===== config.mk =====
export PLATFORM = sky130hd
export DESIGN_NAME = pust_sequencer
export DESIGN_NICKNAME = d
export VERILOG_FILES = /design/src/pust_pkg.sv /design/src/pust_sequencer.sv
export SDC_FILE = /design/constraint.sdc
export NUM_CORES = 1
export LEC_CHECK = 0
export ABC_AREA = 1
export BUFFER_PORTS_ARGS = -buffer_cell sky130_fd_sc_hd__buf_4
export CAP_MARGIN = 20
export CORE_ASPECT_RATIO = 0.8
export CORE_MARGIN = 2
export CORE_UTILIZATION = 40
export DETAILED_ROUTE_END_ITERATION = 10
export GPL_TIMING_DRIVEN = 1
export SLEW_MARGIN = 10
export SYNTH_ARGS = -nofsm -noshare
export SYNTH_HDL_FRONTEND = slang
export SYNTH_SLANG_ARGS = --single-unit

===== constraint.sdc =====
create_clock -name core_clk_i -period 2.2 [get_ports core_clk_i]
set_input_delay 0 -clock core_clk_i [delete_from_list [all_inputs] [get_ports core_clk_i]]
set_output_delay 0 -clock core_clk_i [all_outputs]
set_load 0.03 [all_outputs]

===== src/pust_pkg.sv =====
// Package for the power-up self-test sequencer: lamp layout, timing, states, carriers.
// Assumes a single 25 MHz system clock and an asynchronous active-low power-on reset.
package pust_pkg;

    // Clock rate and times
    localparam int unsigned CLK_KHZ      = 25000;
    localparam int unsigned DARK_MS      = 3000;
    localparam int unsigned LAMP_TEST_MS = 1000;
    localparam int unsigned TONE_MS      = 100;
    localparam int unsigned DARK_CYC     = DARK_MS * CLK_KHZ;
    localparam int unsigned LAMP_CYC     = LAMP_TEST_MS * CLK_KHZ;
    localparam int unsigned TONE_CYC     = TONE_MS * CLK_KHZ;

    // Lamp group widths
    localparam int unsigned VERT_W = 5;
    localparam int unsigned HORZ_W = 4;
    localparam int unsigned INTN_W = 3;
    localparam int unsigned RED_W  = 8;
    localparam int unsigned TRIG_W = 4;
    localparam int unsigned PLUG_W = 8;

    // Vertical mode lamp positions
    localparam int unsigned V_LEFT  = 0;
    localparam int unsigned V_SWAP  = 1;
    localparam int unsigned V_ADD   = 2;
    localparam int unsigned V_INTL  = 3;
    localparam int unsigned V_RIGHT = 4;
    // Horizontal mode lamp positions
    localparam int unsigned H_A    = 0;
    localparam int unsigned H_SWAP = 1;
    localparam int unsigned H_INTL = 2;
    localparam int unsigned H_B    = 3;
    // Intensity lamp positions
    localparam int unsigned I_STORED = 0;
    localparam int unsigned I_A      = 1;
    localparam int unsigned I_B      = 2;

    // Test order
    localparam logic [1:0] TEST_RAM  = 2'h0;
    localparam logic [1:0] TEST_ROM  = 2'h1;
    localparam logic [1:0] TEST_RTC  = 2'h2;
    localparam logic [1:0] TEST_DISP = 2'h3;
    localparam logic [1:0] TEST_LAST = TEST_DISP;

    // Preset values
    localparam logic [9:0] PRESET_POINTS = 10'h200;
    localparam logic [1:0] MSG_SELF_TEST_COMPLETE = 2'h1;

    typedef enum logic [2:0] {
        ST_DARK  = 3'b000,
        ST_LAMP  = 3'b001,
        ST_START = 3'b010,
        ST_WAIT  = 3'b011,
        ST_FAULT = 3'b100,
        ST_TONE  = 3'b101,
        ST_DONE  = 3'b110
    } pust_state_t;

    typedef struct packed {
        logic [VERT_W-1:0] vert;
        logic [HORZ_W-1:0] horiz;
        logic [INTN_W-1:0] inten;
        logic [RED_W-1:0]  red;
    } pust_lamps_t;

    typedef struct packed {
        logic       start;
        logic [1:0] sel;
    } pust_test_req_t;

    typedef struct packed {
        logic done;
        logic pass;
    } pust_test_rsp_t;

    typedef struct packed {
        logic       load;
        logic       run_program_state;
        logic       clear_prog_mem;
        logic       clear_stack;
        logic [9:0] points;
    } pust_preset_t;

    typedef struct packed {
        logic       wr;
        logic [1:0] id;
    } pust_msg_t;

endpackage : pust_pkg


===== src/pust_sequencer.sv =====
// Power-up self-test sequencer: panel lamps, four ordered checks, fault codes, tone, preset.
// Assumes test engines answer each start with a one-cycle done and pass flag,
// and that all panel inputs are synchronous to core_clk_i.
module pust_sequencer #(
    parameter int unsigned DARK_CYC = pust_pkg::DARK_CYC,
    parameter int unsigned LAMP_CYC = pust_pkg::LAMP_CYC,
    parameter int unsigned TONE_CYC = pust_pkg::TONE_CYC
) (
    input  wire logic                            core_clk_i,
    input  wire logic                            arst_n_i,
    input  wire logic                            backup_pwr_i,
    input  wire logic                            beeper_en_i,
    input  wire logic [pust_pkg::VERT_W-1:0]     vert_btn_i,
    input  wire logic [pust_pkg::HORZ_W-1:0]     horiz_btn_i,
    input  wire logic [pust_pkg::TRIG_W-1:0]     trig_a_sel_i,
    input  wire logic [pust_pkg::TRIG_W-1:0]     trig_b_sel_i,
    input  wire logic [pust_pkg::PLUG_W-1:0]     plugin_sel_i,
    input  wire pust_pkg::pust_test_rsp_t        test_rsp_i,
    output logic                                 power_lamp_o,
    output logic [pust_pkg::TRIG_W-1:0]          trig_a_lamp_o,
    output logic [pust_pkg::TRIG_W-1:0]          trig_b_lamp_o,
    output logic [pust_pkg::PLUG_W-1:0]          plugin_lamp_o,
    output pust_pkg::pust_lamps_t                lamps_o,
    output pust_pkg::pust_test_req_t             test_req_o,
    output logic                                 tone_o,
    output pust_pkg::pust_msg_t                  msg_o,
    output pust_pkg::pust_preset_t               preset_o,
    output logic                                 busy_o,
    output logic                                 fail_o
);

    typedef struct packed {
        pust_pkg::pust_state_t              st;
        logic [31:0]                        cnt;
        logic [1:0]                         idx;
        logic                               failed;
        logic                               btn_prev;
        logic                               power;
        logic [pust_pkg::TRIG_W-1:0]        trig_a;
        logic [pust_pkg::TRIG_W-1:0]        trig_b;
        logic [pust_pkg::PLUG_W-1:0]        plug;
        pust_pkg::pust_lamps_t              lamps;
        pust_pkg::pust_test_req_t           req;
        logic                               tone;
        pust_pkg::pust_msg_t                msg;
        pust_pkg::pust_preset_t             preset;
        logic                               busy;
        logic                               fail;
    } pust_seq_state_t;

    pust_seq_state_t s_r;
    pust_seq_state_t s_nxt;
    logic            btn_any;

    // Horizontal fault pattern per check
    function automatic logic [pust_pkg::HORZ_W-1:0] fault_horiz(input logic [1:0] idx);
        logic [pust_pkg::HORZ_W-1:0] h;
        h = '0;
        case (idx)
            pust_pkg::TEST_RAM: begin
                h[pust_pkg::H_B] = 1'b1;
            end
            pust_pkg::TEST_ROM: begin
                h[pust_pkg::H_INTL] = 1'b1;
            end
            pust_pkg::TEST_RTC: begin
                h[pust_pkg::H_INTL] = 1'b1;
                h[pust_pkg::H_B] = 1'b1;
            end
            default: begin
                h[pust_pkg::H_SWAP] = 1'b1;
            end
        endcase
        return h;
    endfunction : fault_horiz

    // Final panel pattern after a clean pass
    function automatic pust_pkg::pust_lamps_t pass_lamps();
        pust_pkg::pust_lamps_t l;
        l = '0;
        l.vert[pust_pkg::V_LEFT] = 1'b1;
        l.horiz[pust_pkg::H_B] = 1'b1;
        l.inten[pust_pkg::I_B] = 1'b1;
        return l;
    endfunction : pass_lamps

    assign btn_any = (|vert_btn_i) | (|horiz_btn_i);

    always_comb begin
        s_nxt = s_r;
        s_nxt.btn_prev = btn_any;
        s_nxt.req.start = 1'b0;
        s_nxt.msg.wr = 1'b0;
        s_nxt.preset.load = 1'b0;
        // Power lamp lit; trigger and plug-in lamps follow their switches from power-on
        s_nxt.power = 1'b1;
        s_nxt.trig_a = trig_a_sel_i;
        s_nxt.trig_b = trig_b_sel_i;
        s_nxt.plug = plugin_sel_i;
        case (s_r.st)
            pust_pkg::ST_DARK: begin
                s_nxt.lamps = '0;
                s_nxt.cnt = s_r.cnt + 32'h1;
                if (s_r.cnt >= DARK_CYC - 1) begin
                    s_nxt.cnt = '0;
                    s_nxt.lamps = '1;
                    s_nxt.st = pust_pkg::ST_LAMP;
                end
            end
            pust_pkg::ST_LAMP: begin
                s_nxt.cnt = s_r.cnt + 32'h1;
                if (s_r.cnt >= LAMP_CYC - 1) begin
                    s_nxt.cnt = '0;
                    if (backup_pwr_i) begin
                        // Memory was kept alive: no checks, no preset
                        s_nxt.lamps = pass_lamps();
                        s_nxt.busy = 1'b0;
                        s_nxt.st = pust_pkg::ST_DONE;
                    end else begin
                        s_nxt.idx = pust_pkg::TEST_RAM;
                        s_nxt.st = pust_pkg::ST_START;
                    end
                end
            end
            pust_pkg::ST_START: begin
                s_nxt.req.start = 1'b1;
                s_nxt.req.sel = s_r.idx;
                s_nxt.st = pust_pkg::ST_WAIT;
            end
            pust_pkg::ST_WAIT: begin
                if (test_rsp_i.done) begin
                    if (!test_rsp_i.pass) begin
                        s_nxt.failed = 1'b1;
                        s_nxt.lamps = '0;
                        s_nxt.lamps.vert = '1;
                        s_nxt.lamps.horiz = fault_horiz(s_r.idx);
                        s_nxt.st = pust_pkg::ST_FAULT;
                    end else if (s_r.idx == pust_pkg::TEST_LAST) begin
                        s_nxt.st = pust_pkg::ST_TONE;
                    end else begin
                        s_nxt.idx = s_r.idx + 2'h1;
                        s_nxt.st = pust_pkg::ST_START;
                    end
                end
            end
            pust_pkg::ST_FAULT: begin
                // A fresh press only, so a button held at power-on does not skip codes
                if (btn_any && !s_r.btn_prev) begin
                    s_nxt.lamps = '1;
                    if (s_r.idx == pust_pkg::TEST_LAST) begin
                        s_nxt.st = pust_pkg::ST_TONE;
                    end else begin
                        s_nxt.idx = s_r.idx + 2'h1;
                        s_nxt.st = pust_pkg::ST_START;
                    end
                end
            end
            pust_pkg::ST_TONE: begin
                if (s_r.failed) begin
                    s_nxt.fail = 1'b1;
                    s_nxt.busy = 1'b0;
                    s_nxt.st = pust_pkg::ST_DONE;
                end else begin
                    s_nxt.lamps = pass_lamps();
                    if (s_r.cnt == 32'h0) begin
                        s_nxt.msg.wr = 1'b1;
                        s_nxt.msg.id = pust_pkg::MSG_SELF_TEST_COMPLETE;
                        s_nxt.preset.load = 1'b1;
                        s_nxt.preset.run_program_state = 1'b1;
                        s_nxt.preset.clear_prog_mem = 1'b1;
                        s_nxt.preset.clear_stack = 1'b1;
                        s_nxt.preset.points = pust_pkg::PRESET_POINTS;
                    end
                    s_nxt.tone = beeper_en_i;
                    s_nxt.cnt = s_r.cnt + 32'h1;
                    if (s_r.cnt >= TONE_CYC) begin
                        s_nxt.tone = 1'b0;
                        s_nxt.cnt = '0;
                        s_nxt.busy = 1'b0;
                        s_nxt.st = pust_pkg::ST_DONE;
                    end
                end
            end
            pust_pkg::ST_DONE: begin
                s_nxt.tone = 1'b0;
            end
            default: begin
                s_nxt.st = pust_pkg::ST_DARK;
                s_nxt.cnt = '0;
            end
        endcase
    end

    always_ff @(posedge core_clk_i or negedge arst_n_i) begin
        if (!arst_n_i) begin
            s_r <= '0;
            s_r.st <= pust_pkg::ST_DARK;
            s_r.busy <= 1'b1;
        end else begin
            s_r <= s_nxt;
        end
    end

    assign power_lamp_o  = s_r.power;
    assign trig_a_lamp_o = s_r.trig_a;
    assign trig_b_lamp_o = s_r.trig_b;
    assign plugin_lamp_o = s_r.plug;
    assign lamps_o       = s_r.lamps;
    assign test_req_o    = s_r.req;
    assign tone_o        = s_r.tone;
    assign msg_o         = s_r.msg;
    assign preset_o      = s_r.preset;
    assign busy_o        = s_r.busy;
    assign fail_o        = s_r.fail;

endmodule : pust_sequencer


==> results.txt <==
Antenna violations before repair: 0
HPWL after detailed placement: 8140 µm
Power density relative to cell area: 530 nW/µm²
Number of setup violations in the final report: 0
Via count of the first global-routing pass: 3,688
Site Rows: 34
I/O pins: 91
CTS buffer count: 9
IO Port Bufs: 80
Final Skew: 0.00523 ns
Critical path's most frequent cell: nand2_1
1st-iter DRT viols: 348
Maximum clock frequency: 493 MHz
Largest vdd supply drop: 0.000292 V
Overall die area: 12,300 µm²
Total iterations of the first detailed-routing run: 5
Total number of vias: 3,855
Total wire length: 11,000 µm
Area growth from synthesis to layout: 19.7%
Placeable core region: 11,000 µm²
Synthesized instance count: 609
Sequential fraction of the synthesis area: 38.8%
Clock slew seen by the registers of the worst setup and hold paths: 0.06 ns
Starting Density: 41.6%
Most used flip-flop cell after synthesis: dfrtp_1
Synthesis-stage register bit count: 71
DIE WIDTH: 124 µm
Critical path depth: 12
Number of cells on the worst hold path: 6
Cell area after synthesis: 4580 µm²
Worst path top cell family by delay: simple AND/OR/NAND/NOR gates
Number of nets in the finished design: 707
Worst-Skew Late Latency: 0.33 ns
Warnings, synthesis: 0
EDFF count, synth: 0
Routed vias/inst: 4.71
Delay of the slowest cell on the worst path: 0.39 ns
Least-Margin Pin Slew: 0.928 ns
Diodes inserted: 0
Most instantiated cells after synthesis: nand2_1, dfrtp_1, nor2_1
Drt wl/cell: 13.5 µm
Drc violations: 0
Cell with the most instances after synthesis: nand2_1
Share of the clock period used by the worst path: 92.3%
Class of the tightest hold or removal check: primary input to register
Number of distinct standard cells referenced by the synthesized netlist: 36
Endpoint type of the worst setup path: register
RSZ-0062 raised after global routing: yes
Result of the run: finished clean
Hold slack: 0.0933 ns
Worst-path fanout max: 25
Global route total overflow: 0
Final instance count without filler cells: 818
Overall die height: 99.7 µm
Cell total after placement: 779
Number of nets with antenna violations after detailed routing: 0
Routability-driven placement congestion ratio: 0.956
Slew Viols, Final: 0
Sink Count: 71
Top post-synthesis cells by area: dfrtp_1, nand2_1, buf_4, nor2_1, inv_1
Worst-path cell chain: ha_1, nand2_2, nor2_2, nand2_2, nand2_1, nand2_1, nand2_1, nand2_2, nand3_4, nand3_4, nand3b_1, nand2_1
Post-synth ARST share: 100%
Arrival @ worst endpoint: 2.25 ns
Wire length of the first global-routing pass: 18,600 µm
Final Hold Vio Count: 0
Buffer levels on the longest clock path: 2
CTS Root Cell: clkbuf_16
Shortest clock period the worst path allows after layout: 2.03 ns
Average footprint of a synthesized cell: 7.52 µm²
Combined buffer and inverter count along the critical path: 0
Largest area contributor in the synthesized netlist: dfrtp_1
Startpoint type of the worst setup path: register
Cell count of the worst reg-to-reg path: 12
Critical Path RT: 2.42 ns
Tot GR Track Use: 19.5%
Number of H-tree levels: 3
Critical Path Slowest Stage Cell: dfrtp_1
CTS tree: done
Critical Setup Path Class: register to register
Worst-case headroom to the max-slew limit: 38.2%
Pin count of the biggest net entering global routing: 72
Maximum Capacitance Violations: 0
Fraction of final layout cells sized beyond drive strength 1: 22.6%
Top cell type's share of synthesized area: 38.3%
Leakage power of the design: 0.00284 µW
==> layer usage <==
layer / global-route usage [%] / routed length [µm] / up-vias
met5: 0 / 0 / -
met4: 5.86 / 90 / 0
met3: 3.15 / 727 / 8
met2: 28.1 / 4720 / 130
met1: 29.7 / 5490 / 1770
li1: - / - / 1947
==> sequential cells by signal, summed over array words and instances (netlist names) <==
register	cells
s_r	39
plugin_lamp_o	8
lamps_o	7
trig_a_lamp_o	4
trig_b_lamp_o	4
test_req_o	3
msg_o	2
busy_o	1
fail_o	1
power_lamp_o	1
tone_o	1
==> report_power, final <==
group          switching [µW]  leakage [µW]  internal [µW]
Combinational             102       0.00178           78.1
Clock                     614      0.000135            785
Sequential               4.24      0.000924           1320
Total                     720       0.00284           2180
==> worst min-delay path, stage by stage <==
cell and delay, ns:
buf_4 0.09, nand2_1 0.06, nand2_1 0.06, nand3_1 0.10
nand2_1 0.08, inv_1 0.04
==> what timing repair did <==
| action | in CTS | in global routing |
|---|---|---|
| endpoints found under the hold margin | 89 | 0 |
| hold buffers | 23 | 0 |
| endpoints found under the setup margin | 0 | 13 |
| gates resized for setup | 0 | 0 |
| setup buffers | 0 | 0 |
==> layout by cell type, fill, tap and decap left out, types with 3 or more instances in the layout <==
master	count
nand3b_1	14
dlygate4sd3_1	23
a21oi_1	4
nand3_1	25
inv_6	3
o21ai_0	9
nor2_1	65
clkbuf_16	9
xor2_1	19
conb_1	11
o21ai_1	7
inv_2	8
nand4_1	11
o21bai_1	4
nand2_2	9
nand3_2	11
nor2_2	7
nor3_1	16
dfrtp_1	70
ha_1	7
inv_1	63
nand2_1	168
buf_4	87
==> through the flow <==
step,setup WS (ns),utilization [%],setup TNS (ns),total power (µW),cell area (µm²)
2_1_floorplan,0.571,-,0,1440,4610
3_3_place_gp,0.236,45.0,0,1500,4960
3_5_place_dp,0.183,45.0,0,1500,4960
4_1_cts,0.167,49.7,0,2960,5480
5_1_grt,-0.0507,49.7,-0.199,3030,5480
6_report,0.170,49.7,0,2900,5480
==> final cells by class <==
cell class	instances	area (µm²)
clock buffers	9	225
repair buffers	111	903
clock inverters	7	61.3
fillers	1077	5540
inverters	71	267
well taps	144	180
flip-flops and latches	71	1780
multi-input cells	405	2060
==> kinds of logic after synthesis <==
kind of cell | after synthesis | synth area share (%)
AND/OR/NAND/NOR | 336 | 34.3
AO/OA/AOI/OAI | 30 | 3.85
adder cells (fa/ha/maj) | 7 | 1.91
buffers and inverters | 142 | 16.9
XOR/XNOR | 21 | 4.02
flip-flops | 71 | 38.8
other | 2 | 0.164
==> worst paths after layout <==
kind | endpoint | slack (ns) | start
min | busy_o$_DFFE_PN1P_ | 0.09 | backup_pwr_i
max reg2reg | s_r[76]$_DFFE_PN0P_ | 0.17 | s_r[65]$_DFFE_PN0P_
min reg2reg | busy_o$_DFFE_PN1P_ | 0.46 | busy_o$_DFFE_PN1P_
max in group asynchronous | s_r[83]$_DFFE_PN0P_ | 1.24 | arst_n_i
max | s_r[76]$_DFFE_PN0P_ | 0.17 | s_r[65]$_DFFE_PN0P_
min in group asynchronous | s_r[66]$_DFFE_PN0P_ | 0.34 | arst_n_i
Note: power is estimated with default switching activity, not from simulation.
